## src/chs_map.svh

```systemverilog
`ifndef CHS_MAP_SVH
`define CHS_MAP_SVH

// 7-bit target address, direction bit follows
`define CHS_SLAVE_ADDR          7'h09

// command codes
`define CHS_CMD_OPTION0         8'h12
`define CHS_CMD_CHG_CURRENT     8'h14
`define CHS_CMD_MAX_VOLTAGE     8'h15
`define CHS_CMD_STATUS          8'h20
`define CHS_CMD_THROTTLE_STAT   8'h21
`define CHS_CMD_INPUT_LIMIT     8'h22
`define CHS_CMD_ADC_VIN_SYSTEM_POWER_RESULT    8'h23
`define CHS_CMD_ADC_IBAT        8'h24
`define CHS_CMD_OPTION1         8'h30
`define CHS_CMD_OPTION2         8'h31
`define CHS_CMD_OPTION3         8'h32
`define CHS_CMD_THROTTLE_OPT0   8'h33
`define CHS_CMD_THROTTLE_OPT1   8'h34
`define CHS_CMD_CONV_OPTION     8'h35
`define CHS_CMD_MAKER_ID        8'hFE
`define CHS_CMD_PART_ID         8'hFF

// field layouts
`define CHS_BATTERY_CHARGE_CURRENT_RESULT_LSB            6
`define CHS_BATTERY_CHARGE_CURRENT_RESULT_MSB            12
`define CHS_VMAX_LSB            4
`define CHS_VMAX_MSB            14
`define CHS_IIN_LSB             8
`define CHS_IIN_MSB             14

// reset values
`define CHS_RST_OPTION0         16'hE20E
`define CHS_RST_CHG_CURRENT     16'h0000
`define CHS_RST_MAX_VOLTAGE     16'h1060
`define CHS_RST_OTHER           16'h0000

// watchdog: 175 s at 25 MHz
`define CHS_WDOG_SECONDS        175
`define CHS_CLK_HZ              25000000

`endif

```

## src/chs_pkg.sv

```systemverilog
package chs_pkg;

    typedef enum logic [2:0] {
        CHS_IDLE,
        CHS_ADDR,
        CHS_CMD,
        CHS_WLOW,
        CHS_WHIGH,
        CHS_RDATA,
        CHS_IGNORE
    } chs_state_e;

    typedef struct packed {
        logic        start;
        logic        stop;
        logic        rise;
        logic        fall;
        logic        sda;
    } chs_bus_ev_s;

    typedef struct packed {
        logic [15:0] status;
        logic [15:0] throttle_status;
        logic [15:0] input_limit;
        logic [15:0] adc_vin_system_power_result;
        logic [15:0] adc_ibat;
    } chs_ro_s;

    typedef struct packed {
        logic [15:0] option0;
        logic [15:0] chg_current;
        logic [15:0] max_voltage;
        logic [15:0] option1;
        logic [15:0] option2;
        logic [15:0] option3;
        logic [15:0] throttle_opt0;
        logic [15:0] throttle_opt1;
        logic [15:0] conv_option;
    } chs_rw_s;

endpackage

```

## src/chs_line_sync.sv

```systemverilog
`timescale 1ns/1ns
`default_nettype none
module chs_line_sync
    import chs_pkg::*;
(
    input  wire logic        i_sys_clk,
    input  wire logic        i_resetn,
    input  wire logic        i_scl,
    input  wire logic        i_sda,
    output chs_bus_ev_s      o_ev
);
    typedef struct packed {
        logic [1:0] scl_meta;
        logic [1:0] sda_meta;
        logic       scl_old;
        logic       sda_old;
    } chs_sync_s;

    chs_sync_s st_reg;
    chs_sync_s st_next;

    always_comb begin
        st_next          = st_reg;
        st_next.scl_meta = {st_reg.scl_meta[0], i_scl};
        st_next.sda_meta = {st_reg.sda_meta[0], i_sda};
        st_next.scl_old  = st_reg.scl_meta[1];
        st_next.sda_old  = st_reg.sda_meta[1];
    end

    always_ff @(posedge i_sys_clk or negedge i_resetn) begin
        if (!i_resetn) begin
            st_reg <= '{scl_meta: 2'h3, sda_meta: 2'h3, scl_old: 1'b1, sda_old: 1'b1};
        end else begin
            st_reg <= st_next;
        end
    end

    // start/stop only while scl stays high across the sda edge
    always_comb begin
        o_ev.sda   = st_reg.sda_meta[1];
        o_ev.rise  = st_reg.scl_meta[1] & ~st_reg.scl_old;
        o_ev.fall  = ~st_reg.scl_meta[1] & st_reg.scl_old;
        o_ev.start = st_reg.scl_meta[1] & st_reg.scl_old & st_reg.sda_old & ~st_reg.sda_meta[1];
        o_ev.stop  = st_reg.scl_meta[1] & st_reg.scl_old & ~st_reg.sda_old & st_reg.sda_meta[1];
    end
endmodule // chs_line_sync
`default_nettype wire

```

## src/chs_smbus_slave.sv

```systemverilog
`timescale 1ns/1ns
`default_nettype none
`include "chs_map.svh"

// What this block does
// - only word write and word read, register chosen by command byte
// - answer only to 7-bit address 0001001 plus direction bit
// - target only; never drives scl nor starts a transaction
// - two read-only identity words at commands FF and FE
// - maker identity read always returns the same fixed code
// - bus ignored until supply is above the lockout level
// - falling sda while scl high marks a new frame
// - rising sda while scl high frees the bus
// - sda changes only while scl low, apart from start and stop
// - bytes are eight bits msb first, sampled on scl rise
// - nine clocks per byte, receiver drives ninth-cycle acknowledge
// - write: address+w, command, low, high; all four acknowledged
// - read: address+w, command, restart, address+r, low acked, high nacked
// - acknowledge is sda low in ninth cycle, nack is sda high
// - charge current is 7 bits of 64 mA at command 14h
// - max charge voltage is 11 bits of 16 mV, fixed reset default 1060h
// - input limit in use is read-only 7 bits of 50 mA
// - word of system power and input voltage results, read-only
// - word of battery charge and discharge current results, read-only
// - writes to charge current or voltage restart the charge watchdog
module chs_smbus_slave
    import chs_pkg::*;
#(
    // 175 s of clock does not fit in 32 bits, hence the wide type
    parameter longint      WDOG_CYCLES = longint'(`CHS_WDOG_SECONDS) * `CHS_CLK_HZ,
    parameter logic [15:0] PART_ID  = 16'h1234, // arbitrary value
    parameter logic [15:0] MAKER_ID = 16'h00A5  // arbitrary value
) (
    input  wire logic        i_sys_clk,
    input  wire logic        i_resetn,
    input  wire logic        i_supply_ok,
    input  wire logic        i_scl,
    input  wire logic        i_sda,
    output logic             o_sda,
    output logic             o_sda_oe,
    input  wire chs_ro_s     i_ro,
    output chs_rw_s          o_rw,
    output logic             o_wdog_expired
);

    // ************************************************************
    // pin conditioning
    // ************************************************************
    chs_bus_ev_s ev;
    logic [1:0]  supply_meta;

    chs_line_sync u_sync (
        .i_sys_clk (i_sys_clk),
        .i_resetn  (i_resetn),
        .i_scl     (i_scl),
        .i_sda     (i_sda),
        .o_ev      (ev)
    );

    // ************************************************************
    // state
    // ************************************************************
    typedef struct packed {
        logic [1:0]  supply_meta;
        chs_state_e  state;
        logic [3:0]  bit_cnt;
        logic [7:0]  shift;
        logic [7:0]  cmd;
        logic [7:0]  low_byte;
        logic [15:0] rdata;
        logic        ack_phase;
        logic        drive_low;
        logic        host_nack;
        chs_rw_s     rw;
        logic [32:0] wdog;
        logic        expired;
    } chs_state_s;

    chs_state_s st_reg;
    chs_state_s st_next;

    assign supply_meta = st_reg.supply_meta;

    function automatic logic [15:0] read_word(input logic [7:0] c, input chs_rw_s rw, input chs_ro_s ro);
        logic [15:0] w;
        w = 16'h0000;
        unique case (c)
            `CHS_CMD_OPTION0:       w = rw.option0;
            `CHS_CMD_CHG_CURRENT:   w = rw.chg_current;
            `CHS_CMD_MAX_VOLTAGE:   w = rw.max_voltage;
            `CHS_CMD_OPTION1:       w = rw.option1;
            `CHS_CMD_OPTION2:       w = rw.option2;
            `CHS_CMD_OPTION3:       w = rw.option3;
            `CHS_CMD_THROTTLE_OPT0: w = rw.throttle_opt0;
            `CHS_CMD_THROTTLE_OPT1: w = rw.throttle_opt1;
            `CHS_CMD_CONV_OPTION:   w = rw.conv_option;
            `CHS_CMD_STATUS:        w = ro.status;
            `CHS_CMD_THROTTLE_STAT: w = ro.throttle_status;
            `CHS_CMD_INPUT_LIMIT:   w = {1'b0, ro.input_limit[`CHS_IIN_MSB:`CHS_IIN_LSB], 8'h00};
            `CHS_CMD_ADC_VIN_SYSTEM_POWER_RESULT:  w = ro.adc_vin_system_power_result;
            `CHS_CMD_ADC_IBAT:      w = ro.adc_ibat;
            `CHS_CMD_MAKER_ID:      w = MAKER_ID;
            `CHS_CMD_PART_ID:       w = PART_ID;
            default:                w = 16'h0000;
        endcase
        return w;
    endfunction

    // ************************************************************
    // protocol engine
    // ************************************************************
    logic [7:0]  byte_in;
    logic        ready;
    logic [15:0] rword;

    always_comb begin
        st_next             = st_reg;
        st_next.supply_meta = {st_reg.supply_meta[0], i_supply_ok};
        ready               = supply_meta[1];
        byte_in             = {st_reg.shift[6:0], ev.sda};
        rword               = read_word(st_reg.cmd, st_reg.rw, i_ro);

        // watchdog counts down and holds at zero; mask expiry clears charge current
        if (st_reg.wdog != 33'h0) begin
            st_next.wdog = st_reg.wdog - 33'h1;
        end else if (!st_reg.expired) begin
            st_next.expired        = 1'b1;
            st_next.rw.chg_current = 16'h0000;
        end

        if (!ready) begin
            st_next.state     = CHS_IDLE;
            st_next.drive_low = 1'b0;
        end else if (ev.stop) begin
            st_next.state     = CHS_IDLE;
            st_next.drive_low = 1'b0;
        end else if (ev.start) begin
            st_next.state     = CHS_ADDR;
            st_next.bit_cnt   = 4'h0;
            st_next.ack_phase = 1'b0;
            st_next.drive_low = 1'b0;
        end else if (st_reg.state != CHS_IDLE && st_reg.state != CHS_IGNORE) begin
            if (ev.rise) begin
                if (!st_reg.ack_phase) begin
                    st_next.shift   = byte_in;
                    st_next.bit_cnt = st_reg.bit_cnt + 4'h1;
                end else begin
                    st_next.host_nack = ev.sda;
                end
            end else if (ev.fall) begin
                st_next.drive_low = 1'b0;
                if (!st_reg.ack_phase && st_reg.bit_cnt == 4'h8) begin
                    // ninth clock: receiver acknowledges
                    st_next.ack_phase = 1'b1;
                    unique case (st_reg.state)
                        CHS_ADDR: begin
                            if (st_reg.shift[7:1] == `CHS_SLAVE_ADDR) begin
                                st_next.drive_low = 1'b1;
                            end else begin
                                st_next.state     = CHS_IGNORE;
                                st_next.ack_phase = 1'b0;
                            end
                        end
                        CHS_CMD, CHS_WLOW, CHS_WHIGH: begin
                            st_next.drive_low = 1'b1;
                        end
                        CHS_RDATA: begin
                            st_next.drive_low = 1'b0; // host acknowledges
                        end
                        default: begin
                            st_next.drive_low = 1'b0;
                        end
                    endcase
                end else if (st_reg.ack_phase) begin
                    st_next.ack_phase = 1'b0;
                    st_next.bit_cnt   = 4'h0;
                    unique case (st_reg.state)
                        CHS_ADDR: begin
                            if (st_reg.shift[0]) begin
                                st_next.state = CHS_RDATA;
                                st_next.rdata     = rword;
                                st_next.shift     = rword[7:0];
                                st_next.drive_low = ~rword[7];
                            end else begin
                                st_next.state = CHS_CMD;
                            end
                        end
                        CHS_CMD: begin
                            st_next.cmd   = st_reg.shift;
                            st_next.state = CHS_WLOW;
                        end
                        CHS_WLOW: begin
                            st_next.low_byte = st_reg.shift;
                            st_next.state    = CHS_WHIGH;
                        end
                        CHS_WHIGH: begin
                            st_next.state = CHS_IGNORE; // commit below
                            unique case (st_reg.cmd)
                                `CHS_CMD_OPTION0:       st_next.rw.option0 = {st_reg.shift, st_reg.low_byte};
                                `CHS_CMD_CHG_CURRENT: begin
                                    st_next.rw.chg_current = {3'h0, st_reg.shift[4:0], st_reg.low_byte[7:6], 6'h00};
                                    st_next.wdog    = 33'(WDOG_CYCLES);
                                    st_next.expired = 1'b0;
                                end
                                `CHS_CMD_MAX_VOLTAGE: begin
                                    st_next.rw.max_voltage = {1'b0, st_reg.shift[6:0], st_reg.low_byte[7:4], 4'h0};
                                    st_next.wdog    = 33'(WDOG_CYCLES);
                                    st_next.expired = 1'b0;
                                end
                                `CHS_CMD_OPTION1:       st_next.rw.option1       = {st_reg.shift, st_reg.low_byte};
                                `CHS_CMD_OPTION2:       st_next.rw.option2       = {st_reg.shift, st_reg.low_byte};
                                `CHS_CMD_OPTION3:       st_next.rw.option3       = {st_reg.shift, st_reg.low_byte};
                                `CHS_CMD_THROTTLE_OPT0: st_next.rw.throttle_opt0 = {st_reg.shift, st_reg.low_byte};
                                `CHS_CMD_THROTTLE_OPT1: st_next.rw.throttle_opt1 = {st_reg.shift, st_reg.low_byte};
                                `CHS_CMD_CONV_OPTION:   st_next.rw.conv_option   = {st_reg.shift, st_reg.low_byte};
                                // nothing written; keeps an expiry clear of the same cycle
                                default:                st_next.state = CHS_IGNORE;
                            endcase
                        end
                        CHS_RDATA: begin
                            if (st_reg.host_nack) begin
                                st_next.state = CHS_IGNORE; // host done
                            end else begin
                                st_next.shift     = st_reg.rdata[15:8];
                                st_next.rdata     = {st_reg.rdata[15:8], 8'h00};
                                st_next.drive_low = ~st_reg.rdata[15];
                            end
                        end
                        default: begin
                            st_next.state = CHS_IGNORE;
                        end
                    endcase
                end else if (st_reg.state == CHS_RDATA && st_reg.bit_cnt != 4'h8) begin
                    // next bit out on scl low
                    st_next.drive_low = ~st_reg.shift[7];
                end
                if (st_reg.state == CHS_RDATA && !st_reg.ack_phase && st_reg.bit_cnt != 4'h8) begin
                    st_next.drive_low = ~st_reg.shift[7];
                end
            end
        end
    end

    always_ff @(posedge i_sys_clk or negedge i_resetn) begin
        if (!i_resetn) begin
            st_reg                  <= '0;
            st_reg.state            <= CHS_IDLE;
            st_reg.rw.option0       <= `CHS_RST_OPTION0;
            st_reg.rw.chg_current   <= `CHS_RST_CHG_CURRENT;
            st_reg.rw.max_voltage   <= `CHS_RST_MAX_VOLTAGE;
            st_reg.wdog             <= 33'(WDOG_CYCLES);
        end else begin
            st_reg <= st_next;
        end
    end

    // open drain: only ever pull low, never touch scl
    assign o_sda          = 1'b0;
    assign o_sda_oe       = st_reg.drive_low;
    assign o_rw           = st_reg.rw;
    assign o_wdog_expired = st_reg.expired;

endmodule // chs_smbus_slave
`default_nettype wire

```

## config.mk

```make
export PLATFORM = sky130hd
export DESIGN_NAME = chs_smbus_slave
export DESIGN_NICKNAME = d
export VERILOG_FILES = /design/src/chs_pkg.sv /design/src/chs_line_sync.sv /design/src/chs_smbus_slave.sv
export VERILOG_INCLUDE_DIRS = /design/src /design/src/src
export SDC_FILE = /design/constraint.sdc
export NUM_CORES = 1
export LEC_CHECK = 0
export BUFFER_PORTS_ARGS = -buffer_cell sky130_fd_sc_hd__buf_2
export CORE_MARGIN = 2
export CORE_UTILIZATION = 40
export DETAILED_ROUTE_END_ITERATION = 8
export HOLD_SLACK_MARGIN = 0.15
export PLACE_DENSITY_LB_ADDON = 0.25
export SYNTH_ARGS = -nofsm -noshare
export SYNTH_HDL_FRONTEND = slang
export SYNTH_SLANG_ARGS = --single-unit
```

## constraint.sdc

```tcl
create_clock -name i_sys_clk -period 2.75 [get_ports i_sys_clk]
set_input_delay 0 -clock i_sys_clk [delete_from_list [all_inputs] [get_ports i_sys_clk]]
set_output_delay 0 -clock i_sys_clk [all_outputs]
set_load 0.02 [all_outputs]
```

==> reports/qor.tcl <==
set qor(floorplan.die_area_mm2) 0.0331
set qor(dp_wirelength_um) 30700
set qor(num_antenna_cells) 0
set qor(tritoncts) {yes}
set qor(cts_num_sinks) 223
set qor(num-nets-final) 1458
set qor(hold-worst-slack_ns) 0.167
set qor(largest_reg_flops) 139
set qor(critical-path-slowest-cell) {or4_1}
set qor(timing.critical_path.required_ns) 3.17
set qor(leakage_nw) 7.26
set qor(worstSetupEndpointType) {flip-flop}
set qor(yosysTopAreaCellShare_pct) 38.6
set qor(cts.path.max_buffers) 3
set qor(synth.cell_area_mm2) 0.0127
set qor(groute.usage.overall_pct) 25.3
set qor(placement.cell_area_mm2) 0.0136
set qor(detail-route-antenna-nets) 0
set qor(detail_route.wl_per_cell_um) 23.5
set qor(place.gp.congestion) 0.976
set qor(cts_htree_levels) 1
set qor(drv_cap) 0
set qor(yosysWarnings) 0
set qor(number_of_failing_hold_endpoints_at_the_final_stage) 0
set qor(floorplan.initialDensity_pct) 40.3
set qor(maximum_number_of_pins_on_one_net_before_global_route_repair) 85
set qor(clk_pin_slew_ns) 0.06
set qor(final.fill_count) 2930
set qor(critPathMaxStageDelay_ns) 0.57
set qor(dr.pass1.iters) 6
set qor(ff2ff_path_depth) 5
set qor(timing.final.max_slew_violations) 0
set qor(synth.distinct_cells) 84
set qor(clockRootBuffer) {clkbuf_16}
set qor(sequentialPowerShare_pct) 44.5
set qor(r2r_start) {st_reg[26]}
set qor(io_pins) 232
set qor(power_switching_w) 0.00185
set qor(final_core_utilization_pct) 47.8
set qor(grt_antenna_before_repair) 0
set qor(reg2reg_slack_ns) 0.11
set qor(power.density_cell_area_mw_per_mm2) 516
set qor(placeableCoreArea_mm2) 0.0314
set qor(buffer_ports.inserted) 216
set qor(critical_path.cell_chain) {or4_1 > or3_1 > or4_4 > o32a_2 > and2_1}
set qor(finalSetupViolations) 0
set qor(horizontal_die_dimension_um) 182
set qor(status) {completed}
set qor(top_cells_by_instance_count_after_synthesis) {dfrtp_1 (195), buf_4 (145), mux2_2 (142)}
set qor(synthArstFlopShare_pct) 100
set qor(post-route-cell-area_mm2) 0.0150
set qor(cp-startpoint) {st_reg[26]}
set qor(worst_slew_slack_as_a_fraction_of_its_limit_pct) 44.6
set qor(synthesis.instances) 1215
set qor(first_iter_violations) 803
set qor(yosys.cell_count.top_type) {dfrtp_1}
set qor(clock_power_share_pct) 49.8
set qor(criticalPathCategory) {reg2reg}
set qor(via_count) 10281
set qor(routed_via_density) 5.75
set qor(remaining_overflow_grt) 0
set qor(final.setup.tns_ns) 0
set qor(synth_top_flop_cell) {dfrtp_1}
set qor(grt_first_pass_wirelength_um) 63900
set qor(post_route_cells_drive_above_1_share_pct) 40.9
set qor(power.total_w) 0.00774
set qor(synth_enable_flop_cells) 0
set qor(die_h_um) 182
set qor(drc) 0
set qor(power.ir.vdd_worst_uv) 472
set qor(syn2layout_area_growth_pct) 18.5
set qor(unrepaired_setup_endpoints_after_global_routing) {yes}
set qor(p_int_w) 0.00589
set qor(cts-buffers-inserted) 26
set qor(finalCriticalPeriod_ns) 2.64
set qor(crit_end) {o_rw[112]}
set qor(worst-path-max-fanout) 16
set qor(max_clock_freq_mhz) 378
set qor(timing.final.crit_share_pct) 96.2
set qor(post_synth.cell_area_avg_um2) 10.4
set qor(synth.ff_latch_count) 223
set qor(worstSkewPairLatency_ns) 0.57
set qor(wirelength_um) 42000
set qor(synth.top_cells.by_area) {dfrtp_1 (39%), mux2_2 (13%), buf_4 (8.6%)}
set qor(vias_in_the_first_global_route) 10132
set qor(crit_arrival_ns) 3.07
set qor(critical_path.startpoint_type) {flip-flop}
set qor(fp-row-count) 65
set qor(final.setup_skew_ns) 0.0369
set qor(comb_power_share_pct) 5.8
set qor(r2r_end) {o_rw[112]}
set qor(synth_area_leader_cell) {dfrtp_1}
set qor(netSwitchingFraction_pct) 23.9
set qor(synth.yosys.seq_area_share_pct) 44.4
set qor(tightestPinTransition_ns) 0.828
set qor(hp-class) {in2reg}
==> worst max-delay path: cells and delay by family, from the launching register on <==
family | cells | cell delay (ns)
flops | 1 | 0.43
simple gates | 4 | 1.75
compound gates | 1 | 0.35
==> stage by stage <==
| step | worst slack (ns) | instances |
|---|---|---|
| finish | 0.106 | 1789 |
| global route | -0.0214 | 1789 |
| CTS | 0.0143 | 1783 |
| detailed placement | 0.102 | 1703 |
| global placement | 0.0903 | 1703 |
| floorplan | 0.209 | 1220 |
==> power by group through the flow <==
stage / clock network (W) / logic, W / registers (W)
final: 0.00385 / 0.000447 / 0.00344
after global routing: 0.00406 / 0.000484 / 0.00344
after CTS: 0.00392 / 0.000442 / 0.00344
after detailed placement: 0 / 0.000403 / 0.00350
after global placement: 0 / 0.000404 / 0.00350
after floorplan: 0 / 0.000193 / 0.00341
==> cells in the final DEF (no fill, tap or decap), drive strengths merged, types with 15 or more instances in the layout <==
cell type      n
a22oi         36
nor2          58
xnor2         16
dfrtp        195
mux2         142
clkbuf        36
nand3b        15
nand2         92
o21ai         47
dlygate4sd3   31
dfstp         28
inv           17
a21oi         30
nand3         30
buf          309
and2          17
nor3          19
mux2i         24
==> cell type report <==
type / count / area, um^2 / share of cell area [%]
multi-input cells: 759 / 5630 / 37.6
clock buffers: 36 / 758 / 5.05
clock inverters: 12 / 219 / 1.46
inverters: 17 / 63.8 / 0.425
repair buffers: 340 / 2200 / 14.7
flip-flops and latches: 223 / 5620 / 37.5
well taps: 402 / 503 / 3.35
==> cells by family after synthesis <==
kind of cell	Yosys count	synth area share [%]
other cells	1	0.0296
buf+inv	238	11.7
simple gates	329	14.3
flops	223	44.4
fa+ha+maj	6	0.593
mux	167	14.7
xor+xnor	26	1.80
compound gates	225	12.5
==> worst min-delay path by stage <==
stage	start	endpoint	slack (ns)	cells after the start
final	i_ro[46]	st_reg[195]	0.17	5
after global routing	i_ro[73]	st_reg[190]	0.19	6
after CTS	i_ro[77]	st_reg[194]	0.16	5
after detailed placement	i_resetn	st_reg[6]	0.02	1
after global placement	i_resetn	st_reg[3]	0.02	1
after floorplan	i_resetn	byte_in[1]	-0.30	0
==> timing repair <==
item,CTS,global route
setup endpoints to repair,0,20
gates resized for setup,0,14
hold buffers,32,0
endpoints found under the hold margin,223,0
buffers inserted,0,6
==> per-layer routing <==
layer / wire (um) / part of all wire (%) / global-route usage [%]
met1: 17800 / 42 / 33.6
met2: 19500 / 47 / 40.8
met3: 2730 / 6.5 / 4.45
met4: 1940 / 4.6 / 10.5
met5: 0 / 0 / 0
Power figures use the tool's default switching activity.
